==> config.mk <==
export PLATFORM = sky130hd
export DESIGN_NAME = cdchc_top
export DESIGN_NICKNAME = d
export VERILOG_FILES = /design/src/hdl/cdchc_pkg.sv /design/src/hdl/cdchc_ram.sv /design/src/hdl/cdchc_top.sv
export VERILOG_INCLUDE_DIRS = /design/src /design/src/hdl
export SDC_FILE = /design/constraint.sdc
export NUM_CORES = 2
export LEC_CHECK = 0
export ABC_CLOCK_PERIOD_IN_PS = 6400
export BUFFER_PORTS_ARGS = -buffer_cell sky130_fd_sc_hd__clkbuf_2
export CAP_MARGIN = 25
export CELL_PAD_IN_SITES_DETAIL_PLACEMENT = 2
export CELL_PAD_IN_SITES_GLOBAL_PLACEMENT = 2
export CORE_AREA = 5 5 572 574
export CTS_CLUSTER_DIAMETER = 200
export DETAILED_ROUTE_END_ITERATION = 7
export DIE_AREA = 0 0 577 579
export PLACE_DENSITY = 0.57
export SYNTH_ARGS = -nofsm -noshare
export SYNTH_HDL_FRONTEND = slang
export SYNTH_SLANG_ARGS = --single-unit
==> constraint.sdc <==
create_clock -name sys_clk_i -period 6.4 [get_ports sys_clk_i]
set_input_delay 0.64 -clock sys_clk_i [delete_from_list [all_inputs] [get_ports sys_clk_i]]
set_output_delay 0.64 -clock sys_clk_i [all_outputs]
set_load 0.01 [all_outputs]
==> src/hdl/cdchc_cfg.svh <==
`ifndef CDCHC_CFG_SVH
`define CDCHC_CFG_SVH
// ----------------------------------------------------------------------------
// Command byte layout
// ----------------------------------------------------------------------------
`define CDCHC_RW_BIT       7
`define CDCHC_RAM_SEL_BIT  4
`define CDCHC_CT_LOCAL     2'h0
`define CDCHC_CT_GLOBAL    2'h1
`define CDCHC_CT_BAD       2'h2
`define CDCHC_CT_RAM       2'h3
// ----------------------------------------------------------------------------
// Registers, memories and identity
// ----------------------------------------------------------------------------
// Identity byte value is arbitrary
`define CDCHC_ID_CODE      8'h5A
`define CDCHC_CPE_ADDR     5'h05
`define CDCHC_CPE_RESET    8'h00
`define CDCHC_COE_BLOCKS   4'h5
`define CDCHC_LAST_WORD    3'h7
`define CDCHC_COE_WORDS    40
`define CDCHC_COE_WIDTH    14
`define CDCHC_FSK_WORDS    32
`define CDCHC_FSK_WIDTH    16
`define CDCHC_CHANNELS     4
`endif

==> src/hdl/cdchc_pkg.sv <==
package cdchc_pkg;
    typedef enum logic [3:0] {
        ST_CMD  = 4'b0001,
        ST_WR   = 4'b0010,
        ST_RD   = 4'b0100,
        ST_SKIP = 4'b1000
    } cdchc_state_type;

    typedef enum logic [1:0] {
        K_LOCAL  = 2'b00,
        K_SHARED = 2'b01,
        K_COE    = 2'b10,
        K_FSK    = 2'b11
    } cdchc_kind_type;

    typedef struct packed {
        logic       rw;
        logic [1:0] ctype;
        logic [4:0] addr;
    } cdchc_cmd_type;

    typedef struct packed {
        logic       wr;
        logic       rd;
        logic       shared;
        logic [4:0] addr;
        logic [3:0] chan;
        logic [7:0] wdata;
    } cdchc_reg_req_type;
endpackage

==> src/hdl/cdchc_ram.sv <==
`timescale 1ns/1ns
// ----------------------------------------------------------------------------
// Simple dual-port memory, registered read
// ----------------------------------------------------------------------------
module cdchc_ram #(
    parameter int WIDTH = 16,
    parameter int DEPTH = 32,
    parameter int AW    = 6
) (
    input  wire logic             sys_clk_i,
    input  wire logic             rst_b_i,
    input  wire logic             we_i,
    input  wire logic [AW-1:0]    waddr_i,
    input  wire logic [WIDTH-1:0] wdata_i,
    input  wire logic [AW-1:0]    raddr_i,
    output logic      [WIDTH-1:0] rdata_o
);
    logic [WIDTH-1:0] mem [DEPTH];
    logic [WIDTH-1:0] next_rdata;

    // Out-of-range read returns zero rather than X
    always_comb begin
        next_rdata = '0;
        if (int'(raddr_i) < DEPTH) begin
            next_rdata = mem[raddr_i];
        end
    end

    // Array has no reset; contents are undefined until written
    always_ff @(posedge sys_clk_i) begin
        if (we_i && (int'(waddr_i) < DEPTH)) begin
            mem[waddr_i] <= wdata_i;
        end
    end

    always_ff @(posedge sys_clk_i or negedge rst_b_i) begin
        if (!rst_b_i) begin
            rdata_o <= '0;
        end else begin
            rdata_o <= next_rdata;
        end
    end
endmodule

==> src/hdl/cdchc_top.sv <==
`timescale 1ns/1ns
`include "cdchc_cfg.svh"
module cdchc_top
    import cdchc_pkg::*;
(
    input  wire logic                        sys_clk_i,
    input  wire logic                        rst_b_i,
    input  wire logic                        cs_b_i,
    input  wire logic                        byte_stb_i,
    input  wire logic [7:0]                  byte_i,
    input  wire logic [7:0]                  reg_rdata_i,
    output logic      [7:0]                  tx_byte_o,
    output logic                             tx_valid_o,
    output cdchc_pkg::cdchc_reg_req_type     reg_req_o,
    output logic      [3:0]                  chan_enable_o
);
    import cdchc_pkg::*;

    // ------------------------------------------------------------------------
    // Decode helpers
    // ------------------------------------------------------------------------
    // Rejects the forbidden type, absent coefficient blocks and stray bits
    function automatic logic cmd_legal(input cdchc_cmd_type c);
        logic ok;
        ok = 1'b1;
        if (c.ctype == `CDCHC_CT_BAD) begin
            ok = 1'b0;
        end else if (c.ctype == `CDCHC_CT_RAM) begin
            if (!c.addr[`CDCHC_RAM_SEL_BIT]) begin
                ok = (c.addr[3:0] < `CDCHC_COE_BLOCKS);
            end else begin
                ok = (c.addr[3:2] == 2'b00);
            end
        end
        return ok;
    endfunction

    function automatic cdchc_kind_type cmd_kind(input cdchc_cmd_type c);
        cdchc_kind_type k;
        k = K_LOCAL;
        if (c.ctype == `CDCHC_CT_GLOBAL) begin
            k = K_SHARED;
        end else if (c.ctype == `CDCHC_CT_RAM) begin
            k = c.addr[`CDCHC_RAM_SEL_BIT] ? K_FSK : K_COE;
        end
        return k;
    endfunction

    // Lowest enabled channel serves reads; host keeps one enabled
    function automatic logic [1:0] low_chan(input logic [3:0] en);
        logic [1:0] ch;
        ch = 2'd0;
        if (en[0]) begin
            ch = 2'd0;
        end else if (en[1]) begin
            ch = 2'd1;
        end else if (en[2]) begin
            ch = 2'd2;
        end else if (en[3]) begin
            ch = 2'd3;
        end
        return ch;
    endfunction

    // ------------------------------------------------------------------------
    // State
    // ------------------------------------------------------------------------
    cdchc_state_type   state,      next_state;
    cdchc_kind_type    kind,       next_kind;
    cdchc_reg_req_type next_req;
    logic [5:0]        cur_addr,   next_cur_addr;
    logic [2:0]        cnt,        next_cnt;
    logic              hi,         next_hi;
    logic [7:0]        hi_byte,    next_hi_byte;
    logic [7:0]        cpe,        next_cpe;
    logic [7:0]        reg_hold,   next_reg_hold;
    logic              rd_pend,    next_rd_pend;
    logic              coe_we,     next_coe_we;
    logic              fsk_we,     next_fsk_we;
    logic [5:0]        mem_waddr,  next_mem_waddr;
    logic [15:0]       mem_wdata,  next_mem_wdata;
    logic [7:0]        next_tx_byte;
    logic              next_tx_valid;
    cdchc_cmd_type     cmd_in;
    logic              take;
    logic [15:0]       mem_rword;
    logic [`CDCHC_COE_WIDTH-1:0] coe_rd [`CDCHC_CHANNELS];
    logic [`CDCHC_FSK_WIDTH-1:0] fsk_rd;
    logic [`CDCHC_CHANNELS-1:0]  coe_lane_we;

    assign cmd_in    = cdchc_cmd_type'(byte_i);
    assign take      = byte_stb_i && !cs_b_i;
    // Low coefficient bits carry no data on read-back
    assign mem_rword = (kind == K_COE) ? {coe_rd[low_chan(cpe[3:0])], 2'b00} : fsk_rd;

    // ------------------------------------------------------------------------
    // Memories
    // ------------------------------------------------------------------------
    // One coefficient store per channel; writes fan out to enabled lanes
    for (genvar ch = 0; ch < `CDCHC_CHANNELS; ch++) begin : g_coe
        assign coe_lane_we[ch] = coe_we && cpe[ch];
        cdchc_ram #(
            .WIDTH (`CDCHC_COE_WIDTH),
            .DEPTH (`CDCHC_COE_WORDS),
            .AW    (6)
        ) u_coe (
            .sys_clk_i (sys_clk_i),
            .rst_b_i   (rst_b_i),
            .we_i      (coe_lane_we[ch]),
            .waddr_i   (mem_waddr),
            .wdata_i   (mem_wdata[15:2]),
            .raddr_i   (cur_addr),
            .rdata_o   (coe_rd[ch])
        );
    end

    // Single message store shared by all channels
    cdchc_ram #(
        .WIDTH (`CDCHC_FSK_WIDTH),
        .DEPTH (`CDCHC_FSK_WORDS),
        .AW    (5)
    ) u_fsk (
        .sys_clk_i (sys_clk_i),
        .rst_b_i   (rst_b_i),
        .we_i      (fsk_we),
        .waddr_i   (mem_waddr[4:0]),
        .wdata_i   (mem_wdata),
        .raddr_i   (cur_addr[4:0]),
        .rdata_o   (fsk_rd)
    );

    // ------------------------------------------------------------------------
    // Command sequencer
    // ------------------------------------------------------------------------
    // Next-value logic for the whole sequencer
    always_comb begin
        next_state     = state;
        next_kind      = kind;
        next_cur_addr  = cur_addr;
        next_cnt       = cnt;
        next_hi        = hi;
        next_hi_byte   = hi_byte;
        next_cpe       = cpe;
        next_req       = reg_req_o;
        next_req.wr    = 1'b0;
        next_req.rd    = 1'b0;
        next_coe_we    = 1'b0;
        next_fsk_we    = 1'b0;
        next_mem_waddr = mem_waddr;
        next_mem_wdata = mem_wdata;
        next_tx_byte   = tx_byte_o;
        next_tx_valid  = tx_valid_o;
        next_rd_pend   = reg_req_o.rd;
        next_reg_hold  = reg_hold;
        // Enable register is answered locally, the external bus is ignored
        if (rd_pend) begin
            next_reg_hold = (reg_req_o.shared && reg_req_o.addr == `CDCHC_CPE_ADDR)
                            ? cpe : reg_rdata_i;
        end
        if (cs_b_i) begin
            // Release ends any burst; completed items are already committed
            next_state    = ST_CMD;
            next_tx_valid = 1'b0;
        end else if (byte_stb_i) begin
            case (state)
                ST_CMD: begin
                    next_kind = cmd_kind(cmd_in);
                    next_hi   = 1'b1;
                    if (!cmd_legal(cmd_in)) begin
                        next_state = ST_SKIP;
                    end else begin
                        if (cmd_in.ctype == `CDCHC_CT_RAM) begin
                            next_cnt = `CDCHC_LAST_WORD;
                            if (cmd_in.addr[`CDCHC_RAM_SEL_BIT]) begin
                                next_cur_addr = {1'b0, cmd_in.addr[1:0], `CDCHC_LAST_WORD};
                            end else begin
                                next_cur_addr = {cmd_in.addr[2:0], `CDCHC_LAST_WORD};
                            end
                        end else begin
                            next_cur_addr = {1'b0, cmd_in.addr};
                            next_cnt      = {1'b0, cmd_in.addr[1:0]};
                        end
                        if (cmd_in.rw) begin
                            next_state = ST_WR;
                        end else begin
                            next_state    = ST_RD;
                            next_tx_byte  = `CDCHC_ID_CODE;
                            next_tx_valid = 1'b1;
                            next_req.rd   = (cmd_in.ctype != `CDCHC_CT_RAM);
                            next_req.addr = cmd_in.addr;
                            next_req.shared = (cmd_in.ctype == `CDCHC_CT_GLOBAL);
                            next_req.chan = cpe[3:0];
                        end
                    end
                end
                ST_WR: begin
                    if (kind == K_LOCAL || kind == K_SHARED) begin
                        if (kind == K_SHARED && cur_addr[4:0] == `CDCHC_CPE_ADDR) begin
                            next_cpe = byte_i;
                        end else begin
                            next_req.wr     = 1'b1;
                            next_req.shared = (kind == K_SHARED);
                            next_req.chan   = cpe[3:0];
                            next_req.addr   = cur_addr[4:0];
                            next_req.wdata  = byte_i;
                        end
                        next_cur_addr = cur_addr - 6'd1;
                        next_cnt      = cnt - 3'd1;
                        if (cnt == 3'd0) begin
                            next_state = ST_SKIP;
                        end
                    end else if (hi) begin
                        // High byte waits; a lone high byte never reaches memory
                        next_hi_byte = byte_i;
                        next_hi      = 1'b0;
                    end else begin
                        next_mem_wdata = {hi_byte, byte_i};
                        next_mem_waddr = cur_addr;
                        next_coe_we    = (kind == K_COE);
                        next_fsk_we    = (kind == K_FSK);
                        next_hi        = 1'b1;
                        next_cur_addr  = cur_addr - 6'd1;
                        next_cnt       = cnt - 3'd1;
                        if (cnt == 3'd0) begin
                            next_state = ST_SKIP;
                        end
                    end
                end
                ST_RD: begin
                    if (kind == K_LOCAL || kind == K_SHARED) begin
                        next_tx_byte = reg_hold;
                        if (cnt == 3'd0) begin
                            next_state = ST_SKIP;
                        end else begin
                            next_cur_addr = cur_addr - 6'd1;
                            next_cnt      = cnt - 3'd1;
                            next_req.rd   = 1'b1;
                            next_req.addr = cur_addr[4:0] - 5'd1;
                        end
                    end else if (hi) begin
                        next_tx_byte = mem_rword[15:8];
                        next_hi      = 1'b0;
                    end else begin
                        next_tx_byte = mem_rword[7:0];
                        next_hi      = 1'b1;
                        next_cur_addr = cur_addr - 6'd1;
                        next_cnt      = cnt - 3'd1;
                        if (cnt == 3'd0) begin
                            next_state = ST_SKIP;
                        end
                    end
                end
                ST_SKIP: begin
                    // Bytes past the burst end are dropped until release
                    next_tx_valid = 1'b0;
                end
                default: begin
                    next_state = ST_SKIP;
                end
            endcase
        end
    end

    // Register stage for the sequencer
    always_ff @(posedge sys_clk_i or negedge rst_b_i) begin
        if (!rst_b_i) begin
            state         <= ST_CMD;
            kind          <= K_LOCAL;
            reg_req_o     <= '0;
            cur_addr      <= 6'h00;
            cnt           <= 3'h0;
            hi            <= 1'b1;
            hi_byte       <= 8'h00;
            cpe           <= `CDCHC_CPE_RESET;
            reg_hold      <= 8'h00;
            rd_pend       <= 1'b0;
            coe_we        <= 1'b0;
            fsk_we        <= 1'b0;
            mem_waddr     <= 6'h00;
            mem_wdata     <= 16'h0000;
            tx_byte_o     <= 8'h00;
            tx_valid_o    <= 1'b0;
            chan_enable_o <= 4'h0;
        end else begin
            state         <= next_state;
            kind          <= next_kind;
            reg_req_o     <= next_req;
            cur_addr      <= next_cur_addr;
            cnt           <= next_cnt;
            hi            <= next_hi;
            hi_byte       <= next_hi_byte;
            cpe           <= next_cpe;
            reg_hold      <= next_reg_hold;
            rd_pend       <= next_rd_pend;
            coe_we        <= next_coe_we;
            fsk_we        <= next_fsk_we;
            mem_waddr     <= next_mem_waddr;
            mem_wdata     <= next_mem_wdata;
            tx_byte_o     <= next_tx_byte;
            tx_valid_o    <= next_tx_valid;
            chan_enable_o <= next_cpe[3:0];
        end
    end

    // ------------------------------------------------------------------------
    // Checks
    // ------------------------------------------------------------------------
    a_id_first: assert property (@(posedge sys_clk_i) disable iff (!rst_b_i)
        (state == ST_CMD && take && !cmd_in.rw && cmd_legal(cmd_in))
        |=> (tx_valid_o && tx_byte_o == `CDCHC_ID_CODE))
        else $error("identity byte not first on read");
    a_cs_abort: assert property (@(posedge sys_clk_i) disable iff (!rst_b_i)
        cs_b_i |=> (state == ST_CMD && !reg_req_o.wr && !coe_we && !fsk_we))
        else $error("burst not aborted by chip-select");
    a_bad_type: assert property (@(posedge sys_clk_i) disable iff (!rst_b_i)
        (state == ST_CMD && take && cmd_in.ctype == `CDCHC_CT_BAD)
        |=> (state == ST_SKIP) ##1 (!reg_req_o.wr && !coe_we && !fsk_we))
        else $error("forbidden command not ignored");
    a_burst_len: assert property (@(posedge sys_clk_i) disable iff (!rst_b_i)
        (state == ST_CMD && take && cmd_in.ctype[1] == 1'b0)
        |=> (cnt == {1'b0, $past(byte_i[1:0])} && cur_addr[4:0] == $past(byte_i[4:0])))
        else $error("register burst length wrong");
    a_addr_down: assert property (@(posedge sys_clk_i) disable iff (!rst_b_i)
        (state == ST_WR && take && kind == K_LOCAL && cnt != 3'd0)
        |=> (reg_req_o.wr && cur_addr == $past(cur_addr) - 6'd1))
        else $error("register address not stepping down");
    a_coe_start: assert property (@(posedge sys_clk_i) disable iff (!rst_b_i)
        (state == ST_CMD && take && cmd_legal(cmd_in) && cmd_kind(cmd_in) == K_COE)
        |=> (cnt == 3'd7 && cur_addr == {$past(byte_i[2:0]), 3'h7}))
        else $error("coefficient block start wrong");
    a_wr_bcast: assert property (@(posedge sys_clk_i) disable iff (!rst_b_i)
        coe_we |-> (coe_lane_we == chan_enable_o))
        else $error("coefficient write not broadcast");
    a_msb_first: assert property (@(posedge sys_clk_i) disable iff (!rst_b_i)
        (state == ST_WR && take && kind == K_FSK && !hi)
        |=> (fsk_we && mem_wdata == {$past(hi_byte), $past(byte_i)}))
        else $error("message word not MSB first");
    a_cpe_write: assert property (@(posedge sys_clk_i) disable iff (!rst_b_i)
        (state == ST_WR && take && kind == K_SHARED && cur_addr[4:0] == `CDCHC_CPE_ADDR)
        |=> ##1 (chan_enable_o == $past(byte_i[3:0], 2)))
        else $error("enable register not updated");
endmodule

# Word-level counts from Yosys, hierarchy flattened
# Memory sizes are Yosys's and may differ from the RTL's. A register that Yosys moved wholly into a read port is not among the register bits.
# Index checks and enable logic that the tools add are counted.
# word_totals
in_bits	20
regBits	150
memories	5
ram_bits	2752
word_cells	198
out_inout_bits	33
# memory_table
memory	depth	word_bits	rd	rd_clocked_by_memory_dff	wr	line	text
g_coe[0].u_coe.mem	40	14	1	0	1	cdchc_ram.sv:18	logic [WIDTH-1:0] mem [DEPTH];
g_coe[1].u_coe.mem	40	14	1	0	1	cdchc_ram.sv:18	
g_coe[2].u_coe.mem	40	14	1	0	1	cdchc_ram.sv:18	
g_coe[3].u_coe.mem	40	14	1	0	1	cdchc_ram.sv:18	
u_fsk.mem	32	16	1	1	1	cdchc_ram.sv:18	
# classes
n_addsub	3
n_reduce_logical	34
order_cmp	4
muxes	96
n_eq_ne	25
n_bitwise	5
# op_table
op	n
two-way mux 14 bit	6
two-way mux 8 bit	6
two-way mux 6 bit	7
two-way mux 20 bit	2
two-way mux 1 bit	38
two-way mux 18 bit	2
AND reduction 5 bit	6
binary-select mux 14 bit (select 2 bit)	1
two-way mux 4 bit	6
two-way mux 11 bit	2
two-way mux 3 bit	7
!= test 2 bit, second input constant	9
case mux 6 bit (3 select lines)	1
two-way mux 16 bit	1
case mux 8 bit (2 select lines)	1
case mux 5 bit (3 select lines)	1
< comparator 6 bit, second input constant	2
two-way mux 2 bit	6
case mux 4 bit (3 select lines)	1
== test 5 x 3 -> 1 bit, second input constant	2
logical AND 1 bit	10
two-way mux 5 bit	2
!= test 3 bit, second input constant	3
case mux 3 bit (3 select lines)	1
27 further kinds	44

# Logic depth before layout (Yosys ltp)
# depth
depth_word	12
depth_mapped	11
depth_no_buf	7

# Cells and area by module
# From an unflattened synthesis, not the netlist that was laid out.
# unflattened
cells_unflattened	5798
hier_area_um2	114148.2
# by_module_without_submodules
mod	seq_area_each_um2	cells_each	area_per_inst_um2	instances
cdchc_ram (g_coe[2].u_coe ...)	17166.5	1036	22058.7	2
cdchc_ram (g_coe[1].u_coe)	17166.5	1055	22172.5	1
cdchc_ram (g_coe[0].u_coe)	17166.5	1036	22057.4	1
cdchc_ram (u_fsk)	15775.1	1143	20614.8	1
cdchc_top	2354.8	492	5186.2	1

# Least setup slack after synthesis
# No wires, ideal clock.
# synth_path
kind	register -> register
startpoint	reg mem_wdata[6]
endpoint	mem g_coe[0].u_coe.mem[0][4] (netlist name), data pin
path_slack_ns	3.284
t_arrival_ns	2.463
synth_period_minus_slack_ns	3.116
path_buffers	0
stages_incl_launch_ff	1
setup_time_ns	0.653
required_time_ns	5.747
path_cell_list	dfrtp_1
# synth_lines
element	line	text
start: declaration	cdchc_top.sv:81	logic [15:0] mem_wdata, next_mem_wdata;
start signal: assignment	cdchc_top.sv:298	mem_wdata <= next_mem_wdata;
end: declaration	cdchc_ram.sv:18	
# Straight into the memory's write port.

# Final worst setup path
# layout_path
startpoint	reg cpe[1]
endpoint	reg tx_byte_o[3]
# layout_between
elab_chain_cells	10
# layout_lines
element	line	text
start: declaration	cdchc_top.sv:75	logic [7:0] cpe, next_cpe;
start signal: assignment	cdchc_top.sv:274	cpe <= `CDCHC_CPE_RESET;
start signal: assignment	cdchc_top.sv:292	cpe <= next_cpe;
two-way mux 2 bit	cdchc_top.sv:55	end else if (en[1]) begin
two-way mux 2 bit	cdchc_top.sv:53	if (en[0]) begin
inverter 2 -> 3 bit (implied by the code)	cdchc_top.sv:94	assign mem_rword = (kind == K_COE) ? {coe_rd[low_chan(cpe[3:0])], 2'b00} : fsk_rd;
binary-select mux 14 bit (select 2 bit)	cdchc_top.sv:94	
two-way mux 14 bit (implied by the code) (2 in series)	cdchc_top.sv:94	
two-way mux 16 bit	cdchc_top.sv:94	
two-way mux 8 bit	cdchc_top.sv:240	end else if (hi) begin
two-way mux 8 bit	cdchc_top.sv:230	if (kind == K_LOCAL || kind == K_SHARED) begin
case mux 8 bit (2 select lines)	cdchc_top.sv:165	case (state)
end signal: assignment	cdchc_top.sv:299	tx_byte_o <= next_tx_byte;
end: declaration	cdchc_top.sv:12	output logic [7:0] tx_byte_o,
# Every way passes these cells. The select of a mux whose other input is x is not followed.
# A chain may end at the register's enable or synchronous reset.

==> impl_metrics.xml <==
<?xml version="1.0" encoding="UTF-8"?>
<metrics>
  <group name="outcome">
    <metric name="run_status" unit="">finished clean</metric>
  </group>
  <group name="clock_tree">
    <metric name="cts_hold_repair.buffers" unit="">3</metric>
    <metric name="tritoncts" unit="">yes</metric>
    <metric name="clk_pin_slew_worst_paths" unit="ns">0.06</metric>
    <metric name="cts_max_path_buffers" unit="">4</metric>
    <metric name="cts_root_buffer" unit="">sky130_fd_sc_hd__clkbuf_16</metric>
    <metric name="clock_latency" unit="ns">0.92</metric>
    <metric name="cts_made_buffers" unit="">322</metric>
    <metric name="cts.repair_timing.setup_buffer_count" unit="">0</metric>
    <metric name="cts_num_sinks" unit="">2918</metric>
    <metric name="h-tree-depth" unit="">5</metric>
    <metric name="cts_resized" unit="">0</metric>
  </group>
  <group name="routing">
    <metric name="drtAntennaViolNets" unit="">0</metric>
    <metric name="first_iter_violations" unit="">6084</metric>
    <metric name="drt-total-wl" unit="um">366000</metric>
    <metric name="post-route-drc-count" unit="">0</metric>
    <metric name="1st_pass_router_iterations" unit="">5</metric>
    <metric name="drt-wirelength-per-cell" unit="um">35.5</metric>
    <metric name="routed_via_density" unit="">5.60</metric>
    <metric name="via_total_after_detailed_routing" unit="">57600</metric>
  </group>
  <group name="power_and_ir_drop">
    <metric name="vdd_ir_drop_max" unit="uV">486</metric>
    <metric name="total_power" unit="mW">48.0</metric>
    <metric name="power.leakage" unit="nW">37.8</metric>
    <metric name="pwr_cell_area" unit="mW/mm^2">371</metric>
  </group>
  <group name="setup_path">
    <metric name="end_kind" unit="">register</metric>
    <metric name="critical_path_required" unit="ns">7.18</metric>
    <metric name="reg2reg_from" unit="">cpe[1]</metric>
    <metric name="ff2ff_setup_slack" unit="ns">2.53</metric>
    <metric name="cp.arrival" unit="ns">4.65</metric>
    <metric name="r2r_end" unit="">tx_byte_o[3]</metric>
    <metric name="cp_cell_sequence" unit="">buf_4 -&gt; nor2_1 -&gt; o21ai_1 -&gt; a211oi_1 -&gt; a2111oi_0 -&gt; o32a_1</metric>
    <metric name="cpPeakStageDelay" unit="ns">0.93</metric>
    <metric name="timing_worst_setup_path_type" unit="">reg2reg</metric>
    <metric name="rr_worst_depth" unit="">6</metric>
    <metric name="critPathLaunchType" unit="">register</metric>
    <metric name="critical_path_peak_fanout" unit="">19</metric>
    <metric name="cpMaxStageDelayCell" unit="">sky130_fd_sc_hd__a211oi_1</metric>
  </group>
  <group name="place">
    <metric name="place_inst" unit="">9696</metric>
    <metric name="gp_congestion" unit="">0.802</metric>
    <metric name="post-place-ws" unit="ns">2.61</metric>
    <metric name="io_buffer_count" unit="">52</metric>
    <metric name="post_dp_cell_area" unit="sq mm">0.119</metric>
    <metric name="place.detailed.hpwl" unit="um">218000</metric>
  </group>
  <group name="global_route">
    <metric name="grt_usage" unit="">0.216</metric>
    <metric name="via_count_of_the_first_global_routing_pass" unit="">61600</metric>
    <metric name="first_pass_grt_wire_length" unit="um">512000</metric>
    <metric name="grt_max_degree" unit="">194</metric>
    <metric name="globalRouteOverflowTotal" unit="">0</metric>
    <metric name="initial_antenna_violation_count" unit="">22</metric>
  </group>
  <group name="synth">
    <metric name="synth_largest_area_cell" unit="">sky130_fd_sc_hd__edfxtp_1</metric>
    <metric name="synth_edf_count" unit="">2752</metric>
    <metric name="ys_seq_area_frac" unit="">0.775</metric>
    <metric name="ys_async_sr_fraction" unit="">0.0569</metric>
    <metric name="ys_dominant_reg_cell" unit="">sky130_fd_sc_hd__edfxtp_1</metric>
    <metric name="mappedNetlistNets" unit="">5350</metric>
    <metric name="synth.distinct_cells" unit="">74</metric>
    <metric name="netlist.area_leader.share" unit="">0.738</metric>
    <metric name="syn_avg_cell_area" unit="sq um">21.0</metric>
    <metric name="postSynthRegisterBits" unit="">2918</metric>
    <metric name="yosys-top-cells-area" unit="">sky130_fd_sc_hd__edfxtp_1 (74%), sky130_fd_sc_hd__mux4_2 (13%), sky130_fd_sc_hd__dfrtp_1 (3.7%)</metric>
    <metric name="synth.cell_area" unit="sq mm">0.112</metric>
    <metric name="synth_warnings" unit="">0</metric>
    <metric name="syn_inst" unit="">5326</metric>
  </group>
  <group name="timing">
    <metric name="unrepaired_setup_endpoints_after_global_routing" unit="">no</metric>
    <metric name="timing.final.hold_violations" unit="">0</metric>
    <metric name="finalWorstSetupSlack" unit="ns">2.53</metric>
    <metric name="slew_headroom" unit="">0.109</metric>
    <metric name="layout_worst_path_cycle_share" unit="">0.605</metric>
    <metric name="final.setup.tns" unit="ns">0</metric>
    <metric name="period_minus_slack" unit="ns">3.87</metric>
    <metric name="worst_slew_pin_slew" unit="ns">1.34</metric>
    <metric name="timing.fmax" unit="MHz">258</metric>
    <metric name="fin_skew" unit="ns">0.0396</metric>
    <metric name="final-max-slew-violation-count" unit="">0</metric>
    <metric name="finalSetupViolCount" unit="">0</metric>
  </group>
  <group name="hold_path">
    <metric name="hold_class" unit="">in2reg</metric>
    <metric name="min_from" unit="">reg_rdata_i[4]</metric>
    <metric name="hold_path_end" unit="">reg_hold[4]</metric>
    <metric name="whs_path_depth" unit="">3</metric>
  </group>
  <group name="cells_and_area">
    <metric name="commonest_cells_after_routing_fill_and_taps_aside" unit="">sky130_fd_sc_hd__edfxtp_1 (2752), sky130_fd_sc_hd__mux4_2 (624), sky130_fd_sc_hd__clkbuf_16 (324), sky130_fd_sc_hd__mux2i_1 (283), sky130_fd_sc_hd__buf_4 (282)</metric>
    <metric name="num-nets-final" unit="">5726</metric>
    <metric name="area_growth_syn_to_layout" unit="%">15.4</metric>
    <metric name="layoutNonFillerInstCount" unit="">10300</metric>
    <metric name="commonest_non_fill_non_tap_cell_in_the_layout" unit="">sky130_fd_sc_hd__edfxtp_1</metric>
    <metric name="final_design_area_excluding_fillers" unit="sq mm">0.129</metric>
    <metric name="share_of_layout_cells_above_drive_strength_1" unit="">0.259</metric>
  </group>
  <group name="job">
    <metric name="drv.max_cap_violation_count" unit="">0</metric>
  </group>
  <group name="die">
    <metric name="fp.dieArea" unit="sq mm">0.334</metric>
    <metric name="floorplan.core_area" unit="sq mm">0.322</metric>
    <metric name="rows" unit="">209</metric>
    <metric name="initial_utilization" unit="">0.348</metric>
    <metric name="floorplan.io_pins" unit="">53</metric>
    <metric name="die-width" unit="um">577</metric>
    <metric name="dieHeight" unit="um">579</metric>
  </group>
</metrics>
[through the flow]
step	utilization	hold WS, ns
finish	0.401	0.126
global route	0.401	0.0984
CTS	0.401	0.0742
detailed placement	0.369	0.480
global placement	0.369	0.465
floorplan	-	0.344
[per-layer routing]
metal  global-route usage  routed length (um)  vias up  part of all wire
met4               0.0494                8790        0             0.024
met5                    0                   0        -                 0
li1                     -                   -    22900                 -
met2                0.354              176000     1911              0.48
met1                0.308              160000    32400              0.44
met3               0.0316               20500      435             0.056
[report_power, final]
| group | switching, mW | internal (mW) | total, mW | leakage, nW |
|---|---|---|---|---|
| Combinational | 5.28 | 3.29 | 8.57 | 9.04 |
| Clock | 7.75 | 10.2 | 18.0 | 4.93 |
| Sequential | 0.587 | 20.9 | 21.4 | 23.9 |
| Total | 13.6 | 34.4 | 48.0 | 37.8 |
[final cells by class]
type / instances / area (sq um)
fillers: 30100 / 193000
clock inverters: 164 / 1500
clock buffers: 416 / 8520
diodes: 9 / 22.5
well taps: 4325 / 5410
repair buffers: 364 / 2990
inverters: 14 / 57.6
multi-input cells: 2082 / 23900
flip-flops and latches: 2918 / 86900
[cell families (layout without fill, tap and decap cells)]
group                      after synthesis  in the layout  share of synthesized area
DFF                                   2918           2918                      0.775
muxes                                  951            951                      0.155
AOI/OAI and AO/OA                      568            568                     0.0354
and+or+nand+nor                        558            558                     0.0212
buffers and inverters                  326            958                     0.0126
adders and majority gates                4              4                   0.000447
xor gates and xnor gates                 1              1                  0.0000782
other                                    0              9                          0
[sequential cells by signal, summed over array words and instances, names as in the netlist, 16 cells and up]
register             flops
mem_wdata               16
g_coe.u_coe.rdata_o     56
reg_req_o               19
u_fsk.rdata_o           16
g_coe.u_coe.mem       2240
u_fsk.mem              512
[worst max path at each step]
stage	startpoint	to	slack [ns]
finish	cpe[1]	tx_byte_o[3]	2.53
global placement	cur_addr[0]	g_coe[0].u_coe.rdata_o[0]	2.60
global route	cur_addr[0]	g_coe[0].u_coe.rdata_o[0]	2.49
detailed placement	cur_addr[0]	g_coe[0].u_coe.rdata_o[0]	2.61
floorplan	mem_wdata[6]	g_coe[0].u_coe.mem[0][4]	3.28
CTS	cur_addr[0]	g_coe[0].u_coe.rdata_o[0]	2.60
[synth_stat cells, drive strengths merged, types with 5 or more instances]
| master | n |
|---|---|
| a211oi | 23 |
| a21oi | 141 |
| a221oi | 15 |
| a22oi | 113 |
| a31oi | 16 |
| a32o | 9 |
| and2 | 7 |
| buf | 146 |
| clkbuf | 166 |
| dfrtp | 164 |
| edfxtp | 2752 |
| inv | 12 |
| mux2 | 44 |
| mux2i | 283 |
| mux4 | 624 |
| nand2 | 210 |
| nand2b | 9 |
| nand3 | 22 |
| nand3b | 9 |
| nor2 | 251 |
| nor2b | 5 |
| nor3 | 9 |
| o21a | 5 |
| o21ai | 66 |
| o221ai | 66 |
| o22ai | 22 |
| o2bb2ai | 48 |
| or3b | 7 |
| or4b | 5 |
[worst max-delay path, delay by kind of cell, from the launching register on]
kind	cells	cell delay, ns
buffers and inverters	1	0.27
and+or+nand+nor	1	0.90
DFF	1	0.36
AOI/OAI and AO/OA	4	2.20
Note: power is estimated with default switching activity, not from simulation.
